[src/hw/lcd_seg_map.svh]
`ifndef LCD_SEG_MAP_SVH
`define LCD_SEG_MAP_SVH

// =====================================================================
// register byte offsets on the apb window
`define SEG_CTRL_OFS 12'h000
`define SEG_STATUS_OFS 12'h004
`define SEG_LINES_OFS 12'h008

// =====================================================================
// control field positions and reset value
`define SEG_CTRL_HOLD_BIT 0
`define SEG_CTRL_FBLANK_BIT 1
`define SEG_CTRL_RESET 32'h0000_0000

// =====================================================================
// status field positions
`define SEG_STAT_LEVEL_LSB 0
`define SEG_STAT_OVF_BIT 8
`define SEG_STAT_BLANK_BIT 9
`define SEG_STAT_PAR_BIT 10

// =====================================================================
// geometry and timing
`define SEG_COUNT 80
`define SEG_FIFO_DEPTH 16
`define SEG_SYNC_WIDTH 10
`define SEG_CLK_PERIOD_PS 5000

`endif

[src/hw/lcd_seg_pkg.sv]
package lcd_seg_pkg;
   // bias level driven per segment, two bits each on the output bus
   typedef enum logic [1:0] {
      select_bias_pos,
      unselect_bias_pos,
      unselect_bias_neg,
      select_bias_neg
   } bias_e;

   // fifo word: line latch marker, serial flag, data nibble
   typedef struct packed {
      logic load;
      logic serial;
      logic [3:0] nibble;
   } fifo_word_s;
endpackage

[src/hw/nibble_fifo.sv]
`timescale 1ns/1ps
// =====================================================================
// flop based fifo with valid/ready on both sides
module nibble_fifo #(
   parameter int WIDTH = 6,
   parameter int DEPTH = 16
) (
   input wire logic sys_clk_i,
   input wire logic resetn_i,
   input wire logic in_valid_i,
   output logic in_ready_o,
   input wire logic [WIDTH-1:0] in_data_i,
   output logic out_valid_o,
   input wire logic out_ready_i,
   output logic [WIDTH-1:0] out_data_o,
   output logic [$clog2(DEPTH+1)-1:0] level_o
);
   localparam int PW = $clog2(DEPTH);
   localparam int CW = $clog2(DEPTH+1);

   logic [WIDTH-1:0] mem_q [DEPTH]; // storage entries
   logic [WIDTH-1:0] mem_d [DEPTH];
   logic [PW-1:0] wr_q, wr_d; // write index
   logic [PW-1:0] rd_q, rd_d; // read index
   logic [CW-1:0] cnt_q, cnt_d; // occupancy
   logic push, pop;

   // honest flags straight from the occupancy count
   assign in_ready_o = (cnt_q != CW'(DEPTH));
   assign out_valid_o = (cnt_q != '0);
   assign out_data_o = mem_q[rd_q];
   assign level_o = cnt_q;
   assign push = in_valid_i && in_ready_o;
   assign pop = out_valid_o && out_ready_i;

   // =====================================================================
   // next state: indices wrap explicitly so any depth works
   always_comb begin
      mem_d = mem_q;
      wr_d = wr_q;
      rd_d = rd_q;
      cnt_d = cnt_q;
      if (push) begin
         mem_d[wr_q] = in_data_i;
         wr_d = (wr_q == PW'(DEPTH-1)) ? '0 : wr_q + 1'b1;
      end
      if (pop) begin
         rd_d = (rd_q == PW'(DEPTH-1)) ? '0 : rd_q + 1'b1;
      end
      if (push && !pop) begin
         cnt_d = cnt_q + 1'b1;
      end else if (pop && !push) begin
         cnt_d = cnt_q - 1'b1;
      end
   end

   // registers only
   always_ff @(posedge sys_clk_i or negedge resetn_i) begin
      if (!resetn_i) begin
         for (int i = 0; i < DEPTH; i++) begin
            mem_q[i] <= '0;
         end
         wr_q <= '0;
         rd_q <= '0;
         cnt_q <= '0;
      end else begin
         mem_q <= mem_d;
         wr_q <= wr_d;
         rd_q <= rd_d;
         cnt_q <= cnt_d;
      end
   end
endmodule

[src/hw/lcd_segment_data_driver.sv]
// The implementer's own choices: the register offsets and the APB interface to the registers.
`timescale 1ns/1ps
`include "lcd_seg_map.svh"
// Notes on behaviour
// - polarity and pixel pick bias level
// - blank low forces select_bias_pos everywhere
// - pixel high selected, low unselected
// - pixel data arrives four bits wide
// - first nibble lands on top outputs
// - data sampled on shift clock falling edge
// - line latch fall copies shift latch out
// - chip disable high ignores shift clock
// - interface select picks parallel or serial
module lcd_segment_data_driver
   import lcd_seg_pkg::*;
#(
   parameter int SEGS = `SEG_COUNT,
   parameter int FIFO_DEPTH = `SEG_FIFO_DEPTH
) (
   input wire logic sys_clk_i,
   input wire logic resetn_i,
   // pins from the lcd controller, all asynchronous
   input wire logic shift_clock_i,
   input wire logic line_latch_i,
   input wire logic chip_disable_in_i,
   input wire logic [3:0] pixel_nibble_in_i,
   input wire logic interface_select_i,
   input wire logic frame_polarity_i,
   input wire logic display_blank_n_i,
   // segment drive, two bits per output, see bias_e
   output logic [2*SEGS-1:0] segment_outputs_o,
   // apb slave
   input wire logic psel_i,
   input wire logic penable_i,
   input wire logic pwrite_i,
   input wire logic [11:0] paddr_i,
   input wire logic [31:0] pwdata_i,
   output logic [31:0] prdata_o,
   output logic pready_o,
   output logic pslverr_o
);
   localparam int LW = $clog2(FIFO_DEPTH+1);

   // =====================================================================
   // input synchroniser: stage one feeds only stage two
   logic [`SEG_SYNC_WIDTH-1:0] pins;
   logic [`SEG_SYNC_WIDTH-1:0] sync1_q, sync1_d; // metastable stage
   logic [`SEG_SYNC_WIDTH-1:0] sync2_q, sync2_d; // settled copy
   logic clk_prev_q, clk_prev_d; // previous shift clock level
   logic lat_prev_q, lat_prev_d; // previous line latch level

   assign pins = {display_blank_n_i, frame_polarity_i, interface_select_i,
                  chip_disable_in_i, line_latch_i, shift_clock_i,
                  pixel_nibble_in_i};

   logic [3:0] nib_s;
   logic sck_s, lat_s, dis_s, par_s, pol_s, blank_n_s;
   assign nib_s = sync2_q[3:0];
   assign sck_s = sync2_q[4];
   assign lat_s = sync2_q[5];
   assign dis_s = sync2_q[6];
   assign par_s = sync2_q[7];
   assign pol_s = sync2_q[8];
   assign blank_n_s = sync2_q[9];

   // settled copies move one stage, edge history follows stage two
   always_comb begin
      sync1_d = pins;
      sync2_d = sync1_q;
      clk_prev_d = sck_s;
      lat_prev_d = lat_s;
   end

   // idle levels are high so no false edge is seen right after reset
   always_ff @(posedge sys_clk_i or negedge resetn_i) begin
      if (!resetn_i) begin
         sync1_q <= 10'h3f0;
         sync2_q <= 10'h3f0;
         clk_prev_q <= 1'b1;
         lat_prev_q <= 1'b1;
      end else begin
         sync1_q <= sync1_d;
         sync2_q <= sync2_d;
         clk_prev_q <= clk_prev_d;
         lat_prev_q <= lat_prev_d;
      end
   end

   // =====================================================================
   // capture side: falling edges become fifo words
   logic sck_fall, lat_fall;
   logic data_push; // a pixel word is offered this cycle
   logic load_pend_q, load_pend_d; // latch marker waiting for a slot
   logic ovf_q, ovf_d; // sticky: an edge found the fifo full
   fifo_word_s in_word, out_word;
   logic in_valid, in_ready, out_valid, out_ready;
   logic [LW-1:0] fifo_level;

   assign sck_fall = clk_prev_q && !sck_s;
   assign lat_fall = lat_prev_q && !lat_s;
   assign data_push = sck_fall && !dis_s;

   // pixel words take the slot first; a marker waits while the fifo is full, and one cycle at most
   // behind a pixel word because the controller keeps latch and clock edges well apart
   always_comb begin
      in_word = '0;
      in_valid = 1'b0;
      load_pend_d = load_pend_q || lat_fall;
      if (data_push) begin
         in_valid = 1'b1;
         in_word.serial = !par_s;
         in_word.nibble = nib_s;
      end else if (load_pend_q || lat_fall) begin
         in_valid = 1'b1;
         in_word.load = 1'b1;
         load_pend_d = !in_ready;
      end
   end

   // pins cannot be held off, so a refused pixel word is only flagged
   logic ovf_clr;
   always_comb begin
      ovf_d = ovf_q;
      if (ovf_clr) begin
         ovf_d = 1'b0;
      end
      if (in_valid && !in_ready) begin
         ovf_d = 1'b1; // set wins over a clear in the same cycle
      end
   end

   always_ff @(posedge sys_clk_i or negedge resetn_i) begin
      if (!resetn_i) begin
         load_pend_q <= 1'b0;
         ovf_q <= 1'b0;
      end else begin
         load_pend_q <= load_pend_d;
         ovf_q <= ovf_d;
      end
   end

   nibble_fifo #(
      .WIDTH($bits(fifo_word_s)),
      .DEPTH(FIFO_DEPTH)
   ) u_fifo (
      .sys_clk_i(sys_clk_i),
      .resetn_i(resetn_i),
      .in_valid_i(in_valid),
      .in_ready_o(in_ready),
      .in_data_i(in_word),
      .out_valid_o(out_valid),
      .out_ready_i(out_ready),
      .out_data_o(out_word),
      .level_o(fifo_level)
   );

   // =====================================================================
   // drain side: shift latch and output latch
   logic [SEGS-1:0] shift_q, shift_d; // first latch
   logic [SEGS-1:0] line_q, line_d; // second latch, drives segments
   logic [15:0] lines_q, lines_d; // count of line transfers
   logic hold_q; // software stall of the drain
   logic pop;

   assign out_ready = !hold_q;
   assign pop = out_valid && out_ready;

   // parallel words enter at the bottom and push older ones up, so the
   // first word of a line ends on the top four segments
   always_comb begin
      shift_d = shift_q;
      line_d = line_q;
      lines_d = lines_q;
      if (pop) begin
         if (out_word.load) begin
            line_d = shift_q;
            lines_d = lines_q + 16'h0001;
         end else if (out_word.serial) begin
            shift_d = {shift_q[SEGS-2:0], out_word.nibble[3]};
         end else begin
            shift_d = {shift_q[SEGS-5:0], out_word.nibble};
         end
      end
   end

   always_ff @(posedge sys_clk_i or negedge resetn_i) begin
      if (!resetn_i) begin
         shift_q <= '0;
         line_q <= '0;
         lines_q <= 16'h0000;
      end else begin
         shift_q <= shift_d;
         line_q <= line_d;
         lines_q <= lines_d;
      end
   end

   // =====================================================================
   // segment level selection, one copy per output
   logic fblank_q; // software forced blank
   logic [2*SEGS-1:0] seg_d, seg_q;

   genvar g;
   generate
      for (g = 0; g < SEGS; g++) begin : g_seg
         // local level keeps each slice of seg_d to a single driver
         bias_e lvl;
         always_comb begin
            if (!blank_n_s || fblank_q) begin
               lvl = select_bias_pos;
            end else if (!pol_s) begin
               lvl = line_q[g] ? select_bias_pos : unselect_bias_pos;
            end else begin
               lvl = line_q[g] ? select_bias_neg : unselect_bias_neg;
            end
         end
         assign seg_d[2*g+:2] = lvl;
      end
   endgenerate

   // blank at reset keeps the glass at a dc free level until reset is released
   always_ff @(posedge sys_clk_i or negedge resetn_i) begin
      if (!resetn_i) begin
         seg_q <= {SEGS{select_bias_pos}};
      end else begin
         seg_q <= seg_d;
      end
   end
   assign segment_outputs_o = seg_q;

   // =====================================================================
   // apb slave: no wait state, pready rises in the first access cycle
   logic setup, wr_en;
   logic rdy_q, rdy_d;
   logic err_q, err_d;
   logic [31:0] rdata_q, rdata_d;
   logic [31:0] ctrl_q, ctrl_d;
   logic mapped;

   assign setup = psel_i && !penable_i;
   assign wr_en = psel_i && penable_i && rdy_q && pwrite_i && !err_q;
   assign mapped = (paddr_i == `SEG_CTRL_OFS) || (paddr_i == `SEG_STATUS_OFS)
                   || (paddr_i == `SEG_LINES_OFS);
   assign ovf_clr = wr_en && (paddr_i == `SEG_STATUS_OFS)
                    && pwdata_i[`SEG_STAT_OVF_BIT];
   assign hold_q = ctrl_q[`SEG_CTRL_HOLD_BIT];
   assign fblank_q = ctrl_q[`SEG_CTRL_FBLANK_BIT];

   // answer is prepared in the setup cycle, so read data is a flop
   always_comb begin
      rdy_d = setup;
      err_d = setup && !mapped;
      rdata_d = rdata_q;
      ctrl_d = ctrl_q;
      if (setup) begin
         rdata_d = 32'h0000_0000;
         if (paddr_i == `SEG_CTRL_OFS) begin
            rdata_d[1:0] = ctrl_q[1:0];
         end else if (paddr_i == `SEG_STATUS_OFS) begin
            rdata_d[`SEG_STAT_LEVEL_LSB+:LW] = fifo_level;
            rdata_d[`SEG_STAT_OVF_BIT] = ovf_q;
            rdata_d[`SEG_STAT_BLANK_BIT] = !blank_n_s || fblank_q;
            rdata_d[`SEG_STAT_PAR_BIT] = par_s;
         end else if (paddr_i == `SEG_LINES_OFS) begin
            rdata_d[15:0] = lines_q;
         end
      end
      if (wr_en && (paddr_i == `SEG_CTRL_OFS)) begin
         ctrl_d = {30'h0000_0000, pwdata_i[1:0]};
      end
   end

   always_ff @(posedge sys_clk_i or negedge resetn_i) begin
      if (!resetn_i) begin
         rdy_q <= 1'b0;
         err_q <= 1'b0;
         rdata_q <= 32'h0000_0000;
         ctrl_q <= `SEG_CTRL_RESET;
      end else begin
         rdy_q <= rdy_d;
         err_q <= err_d;
         rdata_q <= rdata_d;
         ctrl_q <= ctrl_d;
      end
   end
   assign pready_o = rdy_q;
   assign pslverr_o = err_q;
   assign prdata_o = rdata_q;

   // =====================================================================
   // checks
   property p_blank_all;
      @(posedge sys_clk_i) disable iff (!resetn_i)
      !blank_n_s |=> (seg_q == {SEGS{select_bias_pos}});
   endproperty
   a_blank_all: assert property (p_blank_all)
      else $error("blank did not force select level");

   property p_pos_frame;
      @(posedge sys_clk_i) disable iff (!resetn_i)
      (blank_n_s && !fblank_q && !pol_s) |=>
         (seg_q[1:0] == ($past(line_q[0]) ? select_bias_pos : unselect_bias_pos));
   endproperty
   a_pos_frame: assert property (p_pos_frame)
      else $error("wrong level in positive frame");

   property p_neg_frame;
      @(posedge sys_clk_i) disable iff (!resetn_i)
      (blank_n_s && !fblank_q && pol_s && !line_q[SEGS-1]) |=>
         (seg_q[2*SEGS-1-:2] == unselect_bias_neg);
   endproperty
   a_neg_frame: assert property (p_neg_frame)
      else $error("off pixel not at unselected level");

   property p_par_shift;
      @(posedge sys_clk_i) disable iff (!resetn_i)
      (pop && !out_word.load && !out_word.serial) |=>
         (shift_q[3:0] == $past(out_word.nibble))
         && (shift_q[SEGS-1:4] == $past(shift_q[SEGS-5:0]));
   endproperty
   a_par_shift: assert property (p_par_shift)
      else $error("parallel word not shifted in by four");

   property p_ser_shift;
      @(posedge sys_clk_i) disable iff (!resetn_i)
      (pop && !out_word.load && out_word.serial) |=>
         (shift_q[0] == $past(out_word.nibble[3]));
   endproperty
   a_ser_shift: assert property (p_ser_shift)
      else $error("serial bit not taken from top data pin");

   property p_fall_push;
      @(posedge sys_clk_i) disable iff (!resetn_i)
      (clk_prev_q && !sck_s && !dis_s) |->
         (in_valid && !in_word.load && (in_word.nibble == nib_s));
   endproperty
   a_fall_push: assert property (p_fall_push)
      else $error("falling edge did not offer pixel data");

   property p_dis_block;
      @(posedge sys_clk_i) disable iff (!resetn_i)
      dis_s |-> !(in_valid && !in_word.load);
   endproperty
   a_dis_block: assert property (p_dis_block)
      else $error("data accepted while chip disabled");

   property p_latch_copy;
      @(posedge sys_clk_i) disable iff (!resetn_i)
      (pop && out_word.load) |=> (line_q == $past(shift_q)) ##1 $stable(line_q);
   endproperty
   a_latch_copy: assert property (p_latch_copy)
      else $error("line latch did not copy shift latch");

   property p_latch_reach;
      @(posedge sys_clk_i) disable iff (!resetn_i)
      (lat_fall && !hold_q && (fifo_level == '0) && !data_push) |=>
         ##[0:1] (pop && out_word.load);
   endproperty
   a_latch_reach: assert property (p_latch_reach)
      else $error("latch marker not drained in time");
endmodule

[config.mk]
export PLATFORM = sky130hd
export DESIGN_NAME = lcd_segment_data_driver
export DESIGN_NICKNAME = d
export VERILOG_FILES = /design/src/hw/lcd_seg_pkg.sv /design/src/hw/nibble_fifo.sv /design/src/hw/lcd_segment_data_driver.sv
export VERILOG_INCLUDE_DIRS = /design/src /design/src/hw
export SDC_FILE = /design/constraint.sdc
export NUM_CORES = 1
export LEC_CHECK = 0
export BUFFER_PORTS_ARGS = -buffer_cell sky130_fd_sc_hd__buf_2
export CORE_UTILIZATION = 50
export DETAILED_ROUTE_END_ITERATION = 6
export GPL_ROUTABILITY_DRIVEN = 0
export PLACE_DENSITY = 0.75
export SYNTH_ARGS = -nofsm -noshare
export SYNTH_HDL_FRONTEND = slang
export SYNTH_SLANG_ARGS = --single-unit
[constraint.sdc]
create_clock -name sys_clk_i -period 2.4 [get_ports sys_clk_i]
set_input_delay 0.48 -clock sys_clk_i [delete_from_list [all_inputs] [get_ports sys_clk_i]]
set_output_delay 0.48 -clock sys_clk_i [all_outputs]
set_load 0.01 [all_outputs]
==> out/qor.yml <==
cts:
  path_clk_slew_ns: 0.06
  insertion_delay_ns: 0.54
  cts.sinks: 410
  cts_max_path_buffers: 3
  cts_buffers: 42
  cts_tree: "yes"
  cts_root_buf: "clkbuf_16"
  htree_num_levels: 2
floorplan:
  start_util_pct: 50.8
  die_h_um: 192
  die_w_um: 192
  die-area_um2: 36800
  ioPinCount: 253
  num_rows: 69
  core_um2: 35500
layout:
  nNetsFinal: 1804
  final.fill_count: 2766
  antenna_cells: 0
  fin_cells: 2223
  final_util_pct: 58.2
  layout-drive-gt1-share_pct: 21.9
  seqCellArea_um2: 10300
  multiInputGateArea_um2: 6670
  area_growth_pct: 14.6
power_and_ir_drop:
  leakage_nw: 10.6
  max-vdd-ir-drop_uv: 1050
  powerDensity_nw_per_um2: 1220
detailed_routing:
  drt-wirelength-per-cell_um: 15.2
  drt_wl_total_um: 33800
  antenna_left: 0
  drc: 0
  drtIter0Drc: 668
  drt_pre_antenna_iters: 5
  vias: 11428
  via_per_inst: 5.14
critical_path:
  r2r_setup_slack_ns: 0.05
  ff2ff_path_depth: 11
  timing.rr.start: "u_fifo.level_o[1]$_DFFE_PN0P_"
  setup.worst_path.end: "u_fifo.level_o[4]$_DFFE_PN0P_"
  cp.required_ns: 2.82
  crit_type: "flip-flop to flip-flop"
  path_max_fanout: 3
  startpoint_type: "flip-flop"
  end_kind: "flip-flop"
  r2r_end: "u_fifo.level_o[4]$_DFFE_PN0P_"
  startpoint: "u_fifo.level_o[1]$_DFFE_PN0P_"
  worstPathArrival_ns: 2.77
synthesis:
  ys_ff_latch: 410
  synth_warnings: 0
  ys_seq_area_share_pct: 57.0
  yosysTopAreaCellShare_pct: 55.0
  yosys-top-cells-area: "dfrtp_1, nand2_1, mux2_1"
  ys_types: 49
  synth_commonest_cells: "dfrtp_1, nand2_1, nor2_1"
  yosysMostFrequentCell: "dfrtp_1"
  syn_area_per_cell_um2: 11.3
  synthArstFlopShare_pct: 100
  synth_edf_count: 0
  synthCells: 1600
  yosysTopAreaCell: "dfrtp_1"
  synth_ff_type: "dfrtp_1"
  syn_area_um2: 18000
timing:
  timing.final.crit_share_pct: 98.1
  grt_setup_unrepaired: "yes"
  fin_crit_ns: 2.35
  worst_slew_pin_slew_ns: 0.862
  fin_worst_skew_ns: 0.0165
  clock.fmax_mhz: 425
  finalMaxSlewViolations: 0
  hold_violations: 0
  final-setup-viol-count: 0
  slew-limit-headroom_pct: 42.3
run:
  drv_cap: 0
placed_design:
  io_buffers: 207
  dpl.hpwl_um: 22900
  dp.cells: 2149
global_route:
  grt_pass1_wl_um: 56800
  grt_pass1_vias: 11417
  grt_max_degree: 82
  antenna_found_initial: 0
  grtUsageTotal_pct: 19.2
  grt_overflow: 0
status:
  status: "completed"
hold_path:
  min-delay-path-class: "input pin to flip-flop"
  hold_depth: 1
-- sequential cells by signal (all words and copies together) (netlist names), 2 cells and up --
register / cells
u_fifo.mem_q: 96
segment_outputs_o: 81
line_q: 80
shift_q: 80
lines_q: 16
prdata_o: 16
sync1_q: 10
sync2_q: 10
u_fifo.level_o: 5
u_fifo.rd_q: 4
u_fifo.wr_q: 4
ctrl_q: 2
-- kinds of logic after synthesis --
family                     count (synthesis)  share of synthesized area [%]
other                                      1                         0.0208
xor gates and xnor gates                 102                           4.96
muxes                                    213                           14.2
adders and majority gates                 12                          0.875
buffers and inverters                    196                           6.82
DFF                                      410                           57.0
AOI/OAI and AO/OA                        128                           4.04
and+or+nand+nor                          538                           12.0
-- cell type report --
| type | count | area share, % |
|---|---|---|
| clock buffers | 60 | 5.95 |
| clock inverters | 13 | 0.848 |
| inverters | 14 | 0.254 |
| multi-input cells | 1009 | 32.3 |
| flip-flops and latches | 410 | 49.8 |
| well taps | 461 | 2.79 |
| repair buffers | 256 | 8.07 |
-- per-stage QoR --
step | power, mW | hold WS, ns | setup TNS (ns) | cell area (µm²) | setup WS [ns]
2_1_floorplan | 16.3 | 0.184 | 0 | 18100 | 0.0142
3_3_place_gp | 18.5 | 0.333 | 0 | 19200 | 0.0146
3_5_place_dp | 18.8 | 0.336 | -0.0252 | 19200 | -0.0233
4_1_cts | 25.4 | 0.0147 | 0 | 20600 | 0.00665
5_1_grt | 26.9 | 0.0178 | -0.206 | 20700 | -0.0830
6_report | 25.3 | 0.0401 | 0 | 20700 | 0.0457
-- worst min path at each step --
stage / startpoint / slack [ns] / end
floorplan: resetn_i / 0.18 / ctrl_q[0]$_DFFE_PN0P_
global placement: sync1_q[1]$_DFF_PN0_ / 0.33 / sync2_q[1]$_DFF_PN0_
detailed placement: sync1_q[1]$_DFF_PN0_ / 0.34 / sync2_q[1]$_DFF_PN0_
CTS: display_blank_n_i / 0.01 / sync1_q[9]$_DFF_PN1_
global route: display_blank_n_i / 0.02 / sync1_q[9]$_DFF_PN1_
finish: frame_polarity_i / 0.04 / sync1_q[8]$_DFF_PN1_
-- cell usage in the layout, fill, tap and decap left out, types with 3 or more instances in the layout --
cell type / count
and2_1: 10
clkbuf_8: 9
clkinv_2: 6
nor2b_1: 4
bufinv_16: 4
a22oi_1: 4
xor2_1: 91
nor3_1: 10
a221oi_1: 7
buf_12: 20
o31ai_1: 3
dfrtp_1: 395
buf_2: 206
a21oi_1: 7
inv_1: 11
nand4_1: 6
clkbuf_1: 8
clkbuf_16: 43
nor2_1: 101
mux2i_1: 91
nand3_2: 3
nor4_1: 4
buf_4: 28
mux2_2: 3
mux2_1: 96
mux4_1: 6
mux4_2: 17
o21ai_1: 90
conb_1: 16
dfstp_2: 13
ha_1: 9
nand3_1: 10
a21o_1: 4
o21ai_0: 7
nand2_1: 368
nand2_2: 10
xnor2_1: 11
-- metal layers --
| layer | global-route usage [%] | wire length (µm) | vias up |
|---|---|---|---|
| met5 | 0 | 0 | - |
| met4 | 6.01 | 747 | 0 |
| met3 | 2.89 | 1580 | 58 |
| met2 | 33.1 | 17100 | 278 |
| met1 | 24.8 | 14400 | 5655 |
| li1 | - | - | 5437 |
-- repair_timing --
action | 4_1_cts | 5_1_grt
buffers inserted | 0 | 0
endpoints found under the hold margin | 36 | 0
endpoints found under the setup margin | 7 | 39
hold buffers | 1 | 0
gates resized for setup | 1 | 14
pin swaps | 1 | 1
-- power by group --
group          switching (mW)  internal, mW  leakage, nW
Sequential               1.44          8.75         5.46
Clock                    2.57          3.99        0.693
Combinational            4.88          3.64         4.49
Total                    8.89          16.4         10.6
-- critical path, cell delays in order (launching register included) --
cell      delay (ns)
dfrtp_1         0.39
nor4_2          0.32
nand2_1         0.15
a21boi_4        0.17
ha_4            0.19
fa_1            0.41
inv_1           0.08
a21o_1          0.13
a21oi_2         0.06
xnor2_1         0.15
nor2_1          0.07
xor2_1          0.13
Note: power is estimated with default switching activity, not from simulation.
